[config.mk]
export PLATFORM = sky130hd
export DESIGN_NAME = ccr_regs
export DESIGN_NICKNAME = d
export VERILOG_FILES = /design/src/pkg/ccr_pkg.sv /design/src/core/ccr_regs.sv
export SDC_FILE = /design/constraint.sdc
export NUM_CORES = 1
export LEC_CHECK = 0
export BUFFER_PORTS_ARGS = -buffer_cell sky130_fd_sc_hd__clkbuf_2
export CAP_MARGIN = 15
export CORE_MARGIN = 3
export CORE_UTILIZATION = 40
export CTS_CLUSTER_SIZE = 14
export DETAILED_ROUTE_END_ITERATION = 7
export MAX_ROUTING_LAYER = met4
export PLACE_DENSITY_LB_ADDON = 0.3
export SETUP_SLACK_MARGIN = 0.15
export SYNTH_ARGS = -nofsm -noshare
export SYNTH_HDL_FRONTEND = slang
export SYNTH_SLANG_ARGS = --single-unit
export TNS_END_PERCENT = 1
[constraint.sdc]
create_clock -name core_clk -period 4.9 [get_ports core_clk]
set_input_delay 0.49 -clock core_clk [delete_from_list [all_inputs] [get_ports core_clk]]
set_output_delay 0.49 -clock core_clk [all_outputs]
set_load 0.1 [all_outputs]
[src/pkg/ccr_pkg.sv]
package ccr_pkg;
   // ----------------------------------------
   // Register indices (byte address = 4 * index)
   // ----------------------------------------
   localparam logic [11:0] IDX_POWER_CONTROL = 12'h015;
   localparam logic [11:0] IDX_OUTPUT_SWING = 12'h025;
   localparam logic [11:0] IDX_CLOCK_DIVIDER = 12'h027;
   localparam logic [11:0] IDX_HD3_MODE_BIT0 = 12'h41d;
   localparam logic [11:0] IDX_CHOPPER_CHAN_A = 12'h422;
   localparam logic [11:0] IDX_DITHER_CHAN_A = 12'h434;
   localparam logic [11:0] IDX_SPECIAL_MODE_CHAN_A = 12'h439;
   localparam logic [11:0] IDX_HD3_MODE_BIT1 = 12'h51d;
   localparam logic [11:0] IDX_CHOPPER_CHAN_B = 12'h522;
   localparam logic [11:0] IDX_DITHER_CHAN_B = 12'h534;
   localparam logic [11:0] IDX_SPECIAL_MODE_CHAN_B = 12'h539;
   localparam logic [11:0] IDX_HD3_MODE_UPPER = 12'h608;
   localparam logic [11:0] IDX_CLOCK_FILTER_SYNC = 12'h70a;
   localparam logic [11:0] IDX_DITHER_COMPANION = 12'h001;

   // ----------------------------------------
   // Writable-bit masks per register
   // ----------------------------------------
   localparam logic [7:0] MASK_POWER_CONTROL = 8'h6d;
   localparam logic [7:0] MASK_OUTPUT_SWING = 8'hff;
   localparam logic [7:0] MASK_CLOCK_DIVIDER = 8'hc0;
   localparam logic [7:0] MASK_BIT1 = 8'h02;
   localparam logic [7:0] MASK_DITHER = 8'h28;
   localparam logic [7:0] MASK_BIT3 = 8'h08;
   localparam logic [7:0] MASK_HD3_UPPER = 8'hc0;
   localparam logic [7:0] MASK_CLOCK_FILTER_SYNC = 8'h81;
   localparam logic [7:0] MASK_DITHER_COMPANION = 8'h3c;
   localparam logic [7:0] RESET_VALUE = 8'h00;

   // ----------------------------------------
   // Field positions
   // ----------------------------------------
   localparam int POS_CHAN_A_PDN = 6;
   localparam int POS_CHAN_B_PDN = 5;
   localparam int POS_STANDBY = 3;
   localparam int POS_WHOLE_DEVICE_POWERDOWN = 2;
   localparam int POS_PIN_SELECT = 0;
   localparam int POS_CHOP = 1;
   localparam int POS_DITH_HI = 5;
   localparam int POS_DITH_LO = 3;
   localparam int POS_PERF = 3;
   localparam int POS_HD3_BIT = 1;
   localparam int POS_FILT_BYPASS = 7;
   localparam int POS_SYNC_OFF = 0;
   localparam int POS_COMP_A = 4;
   localparam int POS_COMP_B = 2;

   // ----------------------------------------
   // Swing codes and divider codes
   // ----------------------------------------
   localparam logic [3:0] SWING_DEFAULT = 4'h0;
   localparam logic [3:0] SWING_M50 = 4'h9;
   localparam logic [3:0] SWING_M100 = 4'ha;
   localparam logic [3:0] SWING_M300 = 4'hd;
   localparam logic [3:0] SWING_P100 = 4'he;
   localparam logic [1:0] DIV_BY2 = 2'h2;
   localparam logic [1:0] DIV_BY4 = 2'h3;

   typedef enum logic [2:0] {
      CCR_SW_DEFAULT = 3'h0,
      CCR_SW_M50 = 3'h1,
      CCR_SW_M100 = 3'h2,
      CCR_SW_M300 = 3'h3,
      CCR_SW_P100 = 3'h4,
      CCR_SW_ILLEGAL = 3'h7
   } ccr_swing_e;

   // Analog control outputs
   typedef struct packed {
      logic chan_a_off;
      logic chan_b_off;
      logic standby;
      logic whole_device_powerdown;
      ccr_swing_e swing_sel;
      logic [2:0] clk_div_ratio;
      logic [3:0] hd3_boost_mode;
      logic chan_a_chopper_off;
      logic chan_b_chopper_off;
      logic dither_a_off;
      logic dither_b_off;
      logic chan_a_perf_special;
      logic chan_b_perf_special;
      logic sync_ref_buffer_off;
      logic clock_filter_bypass;
   } ccr_ctrl_s;

   // Complete register state
   typedef struct packed {
      logic [7:0] power_control;
      logic [7:0] output_swing;
      logic [7:0] clock_divider;
      logic [7:0] hd3_bit0;
      logic [7:0] chop_a;
      logic [7:0] dith_a;
      logic [7:0] spec_a;
      logic [7:0] hd3_bit1;
      logic [7:0] chop_b;
      logic [7:0] dith_b;
      logic [7:0] spec_b;
      logic [7:0] hd3_upper;
      logic [7:0] filt_sync;
      logic [7:0] dith_comp;
      logic pin_meta;
      logic pin_sync;
      logic ack;
      logic [31:0] rdata;
      ccr_ctrl_s ctrl;
   } ccr_state_s;
endpackage : ccr_pkg

[src/core/ccr_regs.sv]
module ccr_regs #(
   // Bus widths; the decode below serves only these values
   parameter int ADR_W = 14,
   parameter int DAT_W = 32
) (
   // Clock and reset
   input wire logic core_clk,
   input wire logic nrst,
   // Wishbone slave
   input wire logic wb_cyc_i,
   input wire logic wb_stb_i,
   input wire logic wb_we_i,
   input wire logic [ADR_W-1:0] wb_adr_i,
   input wire logic [3:0] wb_sel_i,
   input wire logic [DAT_W-1:0] wb_dat_i,
   output logic [DAT_W-1:0] wb_dat_o,
   output logic wb_ack_o,
   output logic wb_err_o,
   // Device pin
   input wire logic powerdown_pin,
   // Analog controls
   output ccr_pkg::ccr_ctrl_s ctrl_o,
   output logic swing_code_illegal
);

   // ----------------------------------------
   // Parameter checks
   // ----------------------------------------
   // Twelve index bits above the byte lanes, one 32-bit data word
   if (ADR_W != 14) begin : g_bad_adr
      $error("ccr_regs: address width must be 14");
   end
   if (DAT_W != 32) begin : g_bad_dat
      $error("ccr_regs: data width must be 32");
   end

   // ----------------------------------------
   // State
   // ----------------------------------------
   ccr_pkg::ccr_state_s s_q;
   ccr_pkg::ccr_state_s s_d;
   logic req;
   logic hit;
   logic wr;
   logic [11:0] idx;
   logic [7:0] wbyte;
   logic [7:0] rbyte;
   logic pin_pd;
   logic pin_sb;

   // ----------------------------------------
   // Bus decode
   // ----------------------------------------
   // Request taken once; the pending ack blocks a second take
   assign req = wb_cyc_i && wb_stb_i && !s_q.ack;
   // Full index compared, byte lanes ignored
   assign idx = wb_adr_i[ADR_W-1:2];
   assign wbyte = wb_dat_i[7:0];

   // Masked merge of a write into one register
   function automatic logic [7:0] upd(input logic [7:0] old, input logic [7:0] mask,
                                      input logic sel);
      upd = sel ? (wbyte & mask) : old;
   endfunction

   // ----------------------------------------
   // Next state
   // ----------------------------------------
   always_comb begin
      s_d = s_q;
      hit = 1'b1;
      rbyte = ccr_pkg::RESET_VALUE;
      wr = req && wb_we_i && wb_sel_i[0];
      s_d.ack = 1'b0;
      // Pin synchroniser
      s_d.pin_meta = powerdown_pin;
      s_d.pin_sync = s_q.pin_meta;
      // Register decode, reads and writes; reserved bits masked to zero
      unique case (idx)

         // Channel and whole-device power, pin function select
         ccr_pkg::IDX_POWER_CONTROL: begin
            rbyte = s_q.power_control;
            s_d.power_control = upd(s_q.power_control,
                                    ccr_pkg::MASK_POWER_CONTROL, wr);
         end

         // Serial output swing, full byte kept, low nibble decoded
         ccr_pkg::IDX_OUTPUT_SWING: begin
            rbyte = s_q.output_swing;
            s_d.output_swing = upd(s_q.output_swing,
                                   ccr_pkg::MASK_OUTPUT_SWING, wr);
         end

         // Sampling clock divider in the top two bits
         ccr_pkg::IDX_CLOCK_DIVIDER: begin
            rbyte = s_q.clock_divider;
            s_d.clock_divider = upd(s_q.clock_divider,
                                    ccr_pkg::MASK_CLOCK_DIVIDER, wr);
         end

         // Distortion mode, lowest bit
         ccr_pkg::IDX_HD3_MODE_BIT0: begin
            rbyte = s_q.hd3_bit0;
            s_d.hd3_bit0 = upd(s_q.hd3_bit0,
                               ccr_pkg::MASK_BIT1, wr);
         end

         // Channel A chopper disable
         ccr_pkg::IDX_CHOPPER_CHAN_A: begin
            rbyte = s_q.chop_a;
            s_d.chop_a = upd(s_q.chop_a,
                             ccr_pkg::MASK_BIT1, wr);
         end

         // Channel A dither disable pair
         ccr_pkg::IDX_DITHER_CHAN_A: begin
            rbyte = s_q.dith_a;
            s_d.dith_a = upd(s_q.dith_a,
                             ccr_pkg::MASK_DITHER, wr);
         end

         // Channel A special performance bit
         ccr_pkg::IDX_SPECIAL_MODE_CHAN_A: begin
            rbyte = s_q.spec_a;
            s_d.spec_a = upd(s_q.spec_a,
                             ccr_pkg::MASK_BIT3, wr);
         end

         // Distortion mode, second bit
         ccr_pkg::IDX_HD3_MODE_BIT1: begin
            rbyte = s_q.hd3_bit1;
            s_d.hd3_bit1 = upd(s_q.hd3_bit1,
                               ccr_pkg::MASK_BIT1, wr);
         end

         // Channel B chopper disable
         ccr_pkg::IDX_CHOPPER_CHAN_B: begin
            rbyte = s_q.chop_b;
            s_d.chop_b = upd(s_q.chop_b,
                             ccr_pkg::MASK_BIT1, wr);
         end

         // Channel B dither disable pair
         ccr_pkg::IDX_DITHER_CHAN_B: begin
            rbyte = s_q.dith_b;
            s_d.dith_b = upd(s_q.dith_b,
                             ccr_pkg::MASK_DITHER, wr);
         end

         // Channel B special performance bit
         ccr_pkg::IDX_SPECIAL_MODE_CHAN_B: begin
            rbyte = s_q.spec_b;
            s_d.spec_b = upd(s_q.spec_b,
                             ccr_pkg::MASK_BIT3, wr);
         end

         // Distortion mode, upper two bits
         ccr_pkg::IDX_HD3_MODE_UPPER: begin
            rbyte = s_q.hd3_upper;
            s_d.hd3_upper = upd(s_q.hd3_upper,
                                ccr_pkg::MASK_HD3_UPPER, wr);
         end

         // Clock filter bypass and sync buffer power-down
         ccr_pkg::IDX_CLOCK_FILTER_SYNC: begin
            rbyte = s_q.filt_sync;
            s_d.filt_sync = upd(s_q.filt_sync,
                                ccr_pkg::MASK_CLOCK_FILTER_SYNC, wr);
         end

         // Companion dither pairs for both channels
         ccr_pkg::IDX_DITHER_COMPANION: begin
            rbyte = s_q.dith_comp;
            s_d.dith_comp = upd(s_q.dith_comp,
                                ccr_pkg::MASK_DITHER_COMPANION, wr);
         end

         // Unmapped index: no write, reads zero, error answer
         default: begin
            hit = 1'b0;
         end
      endcase

      // Answer: ack for mapped, err for unmapped
      if (req) begin
         s_d.ack = 1'b1;
         s_d.rdata = {24'h000000, rbyte};
      end

      // Power-down pin effect selected by config bit
      pin_pd = s_q.pin_sync && !s_q.power_control[ccr_pkg::POS_PIN_SELECT];
      pin_sb = s_q.pin_sync && s_q.power_control[ccr_pkg::POS_PIN_SELECT];

      // Power controls
      s_d.ctrl.chan_a_off = s_q.power_control[ccr_pkg::POS_CHAN_A_PDN];
      s_d.ctrl.chan_b_off = s_q.power_control[ccr_pkg::POS_CHAN_B_PDN];
      s_d.ctrl.standby = s_q.power_control[ccr_pkg::POS_STANDBY] || pin_sb;
      s_d.ctrl.whole_device_powerdown = s_q.power_control[ccr_pkg::POS_WHOLE_DEVICE_POWERDOWN] || pin_pd;

      // Swing decode on low nibble only
      unique case (s_q.output_swing[3:0])
         ccr_pkg::SWING_DEFAULT: s_d.ctrl.swing_sel = ccr_pkg::CCR_SW_DEFAULT;
         ccr_pkg::SWING_M50: s_d.ctrl.swing_sel = ccr_pkg::CCR_SW_M50;
         ccr_pkg::SWING_M100: s_d.ctrl.swing_sel = ccr_pkg::CCR_SW_M100;
         ccr_pkg::SWING_M300: s_d.ctrl.swing_sel = ccr_pkg::CCR_SW_M300;
         ccr_pkg::SWING_P100: s_d.ctrl.swing_sel = ccr_pkg::CCR_SW_P100;
         default: s_d.ctrl.swing_sel = ccr_pkg::CCR_SW_ILLEGAL;
      endcase

      // Clock divide ratio, one-hot 1/2/4
      unique case (s_q.clock_divider[7:6])
         ccr_pkg::DIV_BY2: s_d.ctrl.clk_div_ratio = 3'h2;
         ccr_pkg::DIV_BY4: s_d.ctrl.clk_div_ratio = 3'h4;
         default: s_d.ctrl.clk_div_ratio = 3'h1;
      endcase

      // Distortion mode gathered from three registers
      s_d.ctrl.hd3_boost_mode = {s_q.hd3_upper[7:6], s_q.hd3_bit1[ccr_pkg::POS_HD3_BIT],
                                 s_q.hd3_bit0[ccr_pkg::POS_HD3_BIT]};

      // Chopper, dither, special mode, sync and filter
      s_d.ctrl.chan_a_chopper_off = s_q.chop_a[ccr_pkg::POS_CHOP];
      s_d.ctrl.chan_b_chopper_off = s_q.chop_b[ccr_pkg::POS_CHOP];
      s_d.ctrl.dither_a_off = s_q.dith_a[ccr_pkg::POS_DITH_HI] && s_q.dith_a[ccr_pkg::POS_DITH_LO]
         && (s_q.dith_comp[ccr_pkg::POS_COMP_A +: 2] == 2'h3);
      s_d.ctrl.dither_b_off = s_q.dith_b[ccr_pkg::POS_DITH_HI] && s_q.dith_b[ccr_pkg::POS_DITH_LO]
         && (s_q.dith_comp[ccr_pkg::POS_COMP_B +: 2] == 2'h3);
      s_d.ctrl.chan_a_perf_special = s_q.spec_a[ccr_pkg::POS_PERF];
      s_d.ctrl.chan_b_perf_special = s_q.spec_b[ccr_pkg::POS_PERF];
      s_d.ctrl.sync_ref_buffer_off = s_q.filt_sync[ccr_pkg::POS_SYNC_OFF];
      s_d.ctrl.clock_filter_bypass = s_q.filt_sync[ccr_pkg::POS_FILT_BYPASS];
   end

   // ----------------------------------------
   // Registers
   // ----------------------------------------
   // Synchronous reset clears everything
   always_ff @(posedge core_clk) begin
      if (!nrst) begin
         s_q <= '0;
      end else begin
         s_q <= s_d;
      end
   end

   // Error flag kept beside the state for the unmapped answer
   logic err_q;
   always_ff @(posedge core_clk) begin
      if (!nrst) begin
         err_q <= 1'b0;
      end else begin
         err_q <= req && !hit;
      end
   end

   // ----------------------------------------
   // Outputs
   // ----------------------------------------
   // Bus answer split by the error flag
   assign wb_ack_o = s_q.ack && !err_q;
   assign wb_err_o = s_q.ack && err_q;
   assign wb_dat_o = s_q.rdata;
   assign ctrl_o = s_q.ctrl;
   assign swing_code_illegal = (s_q.ctrl.swing_sel == ccr_pkg::CCR_SW_ILLEGAL);

endmodule // ccr_regs

Word level (Yosys, flattened, before mapping)
Cells that the tools add are included.

cells by class
  equal/unequal tests = 23
  multiplexer cells = 5
  reductions and logical operators = 35

operator list
  cell                                                    number
  equality test 12 x 11 -> 1 bit (second input constant)  10
  case mux 8 bit (14 select lines)                        1
  2-to-1 mux 33 bit                                       1
  AND reduction 2 bit                                     14
  equality test 12 x 6 -> 1 bit (second input constant)   2
  equality test 4 bit (second input constant)             4
  case mux 3 bit (5 select lines)                         1
  OR reduction 14 bit                                     1
  logical AND 1 bit                                       13
  equality test 12 x 1 -> 1 bit (second input constant)   1
  equality test 12 x 5 -> 1 bit (second input constant)   1
  equality test 2 bit (second input constant)             4
  case mux 3 bit (2 select lines)                         1
  logical NOT 1 bit                                       4
  logical NOT 4 bit                                       1
  equality test 3 bit (second input constant)             1
  logical OR 1 bit                                        2
  2-to-1 mux 1 bit                                        1

storage, ports and cells
  register bits = 67
  input bits = 56
  output and inout bits = 57

Longest topological paths before layout
  depth after elaboration = 5
  depth in mapped cells = 6

Worst setup path after synthesis
Ideal clock, no wire load.

  kind = reg2out
  from = reg s_q[54] in the netlist's numbering
  to = out wb_ack_o
  arrival = 1.678 ns
  required time = 4.410 ns
  setup slack = 2.732 ns
  cell stages (with the launch flop) = 2
  path buffers = 0
  cell sequence = dfxtp_1 nor2b_1

between the ends
  word-level cells in the longest chain between the ends = 1

RTL lines
  item                      RTL line         text
  start: declaration        ccr_regs.sv:40   ccr_pkg::ccr_state_s s_q;
  start signal: assignment  ccr_regs.sv:241  s_q <= '0;
  start signal: assignment  ccr_regs.sv:243  s_q <= s_d;
  logical AND 1 bit         ccr_regs.sv:261  assign wb_ack_o = s_q.ack && !err_q;
  end: declaration          ccr_regs.sv:17   output logic wb_ack_o,

Every way passes these cells.

Worst setup path after layout
  from = in wb_adr_i[10]
  to = reg s_q[163] in the netlist's numbering

between the ends
  word-level cells in the longest chain between the ends = 2

RTL lines
  item                           RTL line        text
  start: declaration             ccr_regs.sv:13  input wire logic [ADR_W-1:0] wb_adr_i,
  equality test 12 x 5 -> 1 bit  ccr_regs.sv:79  unique case (idx)
  AND reduction 2 bit (no line)  --

Every way passes these cells.
A chain may end at the register's enable or synchronous reset.

==> flow_summary.ini <==
[grt]
grt_pass1_vias = 2617
grt_max_degree = 33
antenna_found_initial = 0
overflow = 0
grt_usage = 0.174
grt_pass1_wl_mm = 13.0

[timing]
maxSlewViolCount = 0
fin_hold_ws_ns = 0.327
slew_headroom = 0.323
clock.fmax_mhz = 419
finalSetupViolCount = 0
finalHoldViolations = 0
skew_ns = 0.00986
setup-tns-final_ns = 0
min_period_ns = 2.39
rsz0062_at_grt = false
min_period_over_period = 0.487
tightest_slew_ns = 1.01

[floorplan]
core_area_mm2 = 0.00789
rows = 32
die_h_um = 97.3
die_area_mm2 = 0.00946
die_w_um = 97.3
ios = 113
start_util = 0.423

[synthesis]
synth_edf_count = 0
syn_area_mm2 = 0.00333
synth_flop_cell = dfxtp_1
synth_top_area_share = 0.402
synth_cell_type_count = 52
synth.most_common_cell = dfxtp_1
yosys-top-cells-count = dfxtp_1, buf_4, a21oi_1
ys_ff_latch = 67
yosys_warnings = 0
synth_cells = 393
yosysTopAreaCell = dfxtp_1
ys_seq_area_frac = 0.402
synth.area.top_cells = dfxtp_1, buf_4, a21oi_1
synth-async-reset-ratio = 0
avgSynthCellArea_um2 = 8.48

[critical_path]
crit_slowest_cell = nor4_1
crit_buf_inv = 1
worstPathCellList = clkbuf_2, nor4_1, nand4b_1, o21ai_0, a21oi_1
max_stage_delay_ns = 0.92
cp_max_fo = 14
critical_path_class = input port to register
worstPathArrival_ns = 2.60
crit_path_start_kind = input port
path_delay_family = simple AND/OR/NAND/NOR gates
crit_required_ns = 5.11
endpoint_kind = register

[layout]
finalCoreUtilization = 0.455
final_net_count = 470
num_antenna_cells = 0
area_growth_pct = 7.77
fin_area_mm2 = 0.00359
drive_gt1_frac = 0.198
fill_cells = 803

[hold_path]
hold_path_class = input port to register

[detailed_routing]
vias_per_cell = 5.36
drt_wl_total_mm = 7.99
wire_per_inst_um = 15.3
dr.pass1.iters = 4
drt_iter0_markers = 141
antenna_left = 0
vias = 2793
remaining_drc_errors = 0

[outcome]
status = completed

[power_and_ir_drop]
pwr_density_cell_mw_per_mm2 = 348
ir_drop_v = 0.000119
p_leak_nw = 1.41

[clocking]
clk_latency_ns = 0.36
clock_sinks = 67
ctsHoldBuffers = 0
clk_pin_slew_worst_paths_ns = 0.08
cts_tree = built
clock-root-buffer = clkbuf_8
cts.path.max_buffers = 2
cts_setup_buffers = 0
ctsResizeCount = 0
htreeDepth = 3
cts_inserted_buffers = 9

[placed_design]
gp_congestion = 0.898
dpl_cell_area_mm2 = 0.00337
dpl.hpwl_mm = 5.82
portBuffers = 59

[job]
maxCapViolCount = 0
-- registers in the layout, indices dropped and copies added (netlist names) --
| signal | count |
|---|---|
| s_q | 23 |
| ctrl_o | 22 |
| s_d | 13 |
| wb_dat_o | 8 |
| err_q | 1 |
-- placed cells by master, fill, tap and decap left out, drive strengths merged, types with 5 or more instances in the layout --
| cell | n |
|---|---|
| nand4 | 10 |
| dfxtp | 67 |
| and2 | 13 |
| nor2b | 6 |
| o21ai | 34 |
| nor4 | 9 |
| clkbuf | 69 |
| nor2 | 12 |
| a21oi | 38 |
| a22oi | 5 |
| or4 | 7 |
| mux2i | 13 |
| conb | 24 |
| nand3 | 25 |
| inv | 9 |
| nand2 | 20 |
-- report_power, final --
group | internal, mW | switching [mW] | leakage (nW)
sequential | 0.550 | 0.00255 | 0.542
combinational | 0.0237 | 0.164 | 0.760
clock | 0.287 | 0.224 | 0.106
-- area by class of cell --
class | count | area, um2 | share of cell area
Multi-Input combinational cell | 266 | 1560 | 0.435
Clock buffer | 10 | 128 | 0.0355
Sequential cell | 67 | 1340 | 0.373
Clock inverter | 6 | 90.1 | 0.0251
Timing Repair Buffer | 61 | 310 | 0.0864
Inverter | 9 | 33.8 | 0.00940
Tap cell | 102 | 128 | 0.0355
-- metrics by stage --
stage                     std cells  setup WS (ns)  power (mW)
final                           521           2.51        1.25
after global routing            521           2.16        1.28
after CTS                       521           2.52        1.25
after detailed placement        505           2.16       0.752
after global placement          505           2.20       0.751
after floorplan                 416           2.73       0.740
-- final timing paths --
path,from,endpoint,slack (ns),depth (start not counted)
worst min-delay path,powerdown_pin,s_d[55],0.33,2
worst max-delay path,wb_adr_i[10],s_q[163],2.51,5
worst min register to register,s_d[55],s_q[55],0.44,1
worst max register to register,s_q[54],s_d[11],2.93,4
-- layer usage --
metal  vias up  wire length, um  GRT usage  part of all wire
li1       1384                -          -                 -
met1      1299             3570      0.224              0.45
met2        96             3660      0.270              0.46
met3        14              588     0.0273             0.074
met4         0              170     0.0767             0.021
met5         -                0          -                 0
-- cell families (layout without fill, tap and decap cells) --
kind of cell / after synthesis / in the layout / share of synthesized area
AO/OA/AOI/OAI: 93 / 93 / 0.158
XOR/XNOR: 1 / 1 / 0.00263
buffers and inverters: 83 / 86 / 0.155
flip-flops: 67 / 67 / 0.402
multiplexers: 13 / 13 / 0.0390
other: 1 / 24 / 0.00113
AND/OR/NAND/NOR: 135 / 135 / 0.241
Power figures use the tool's default switching activity.
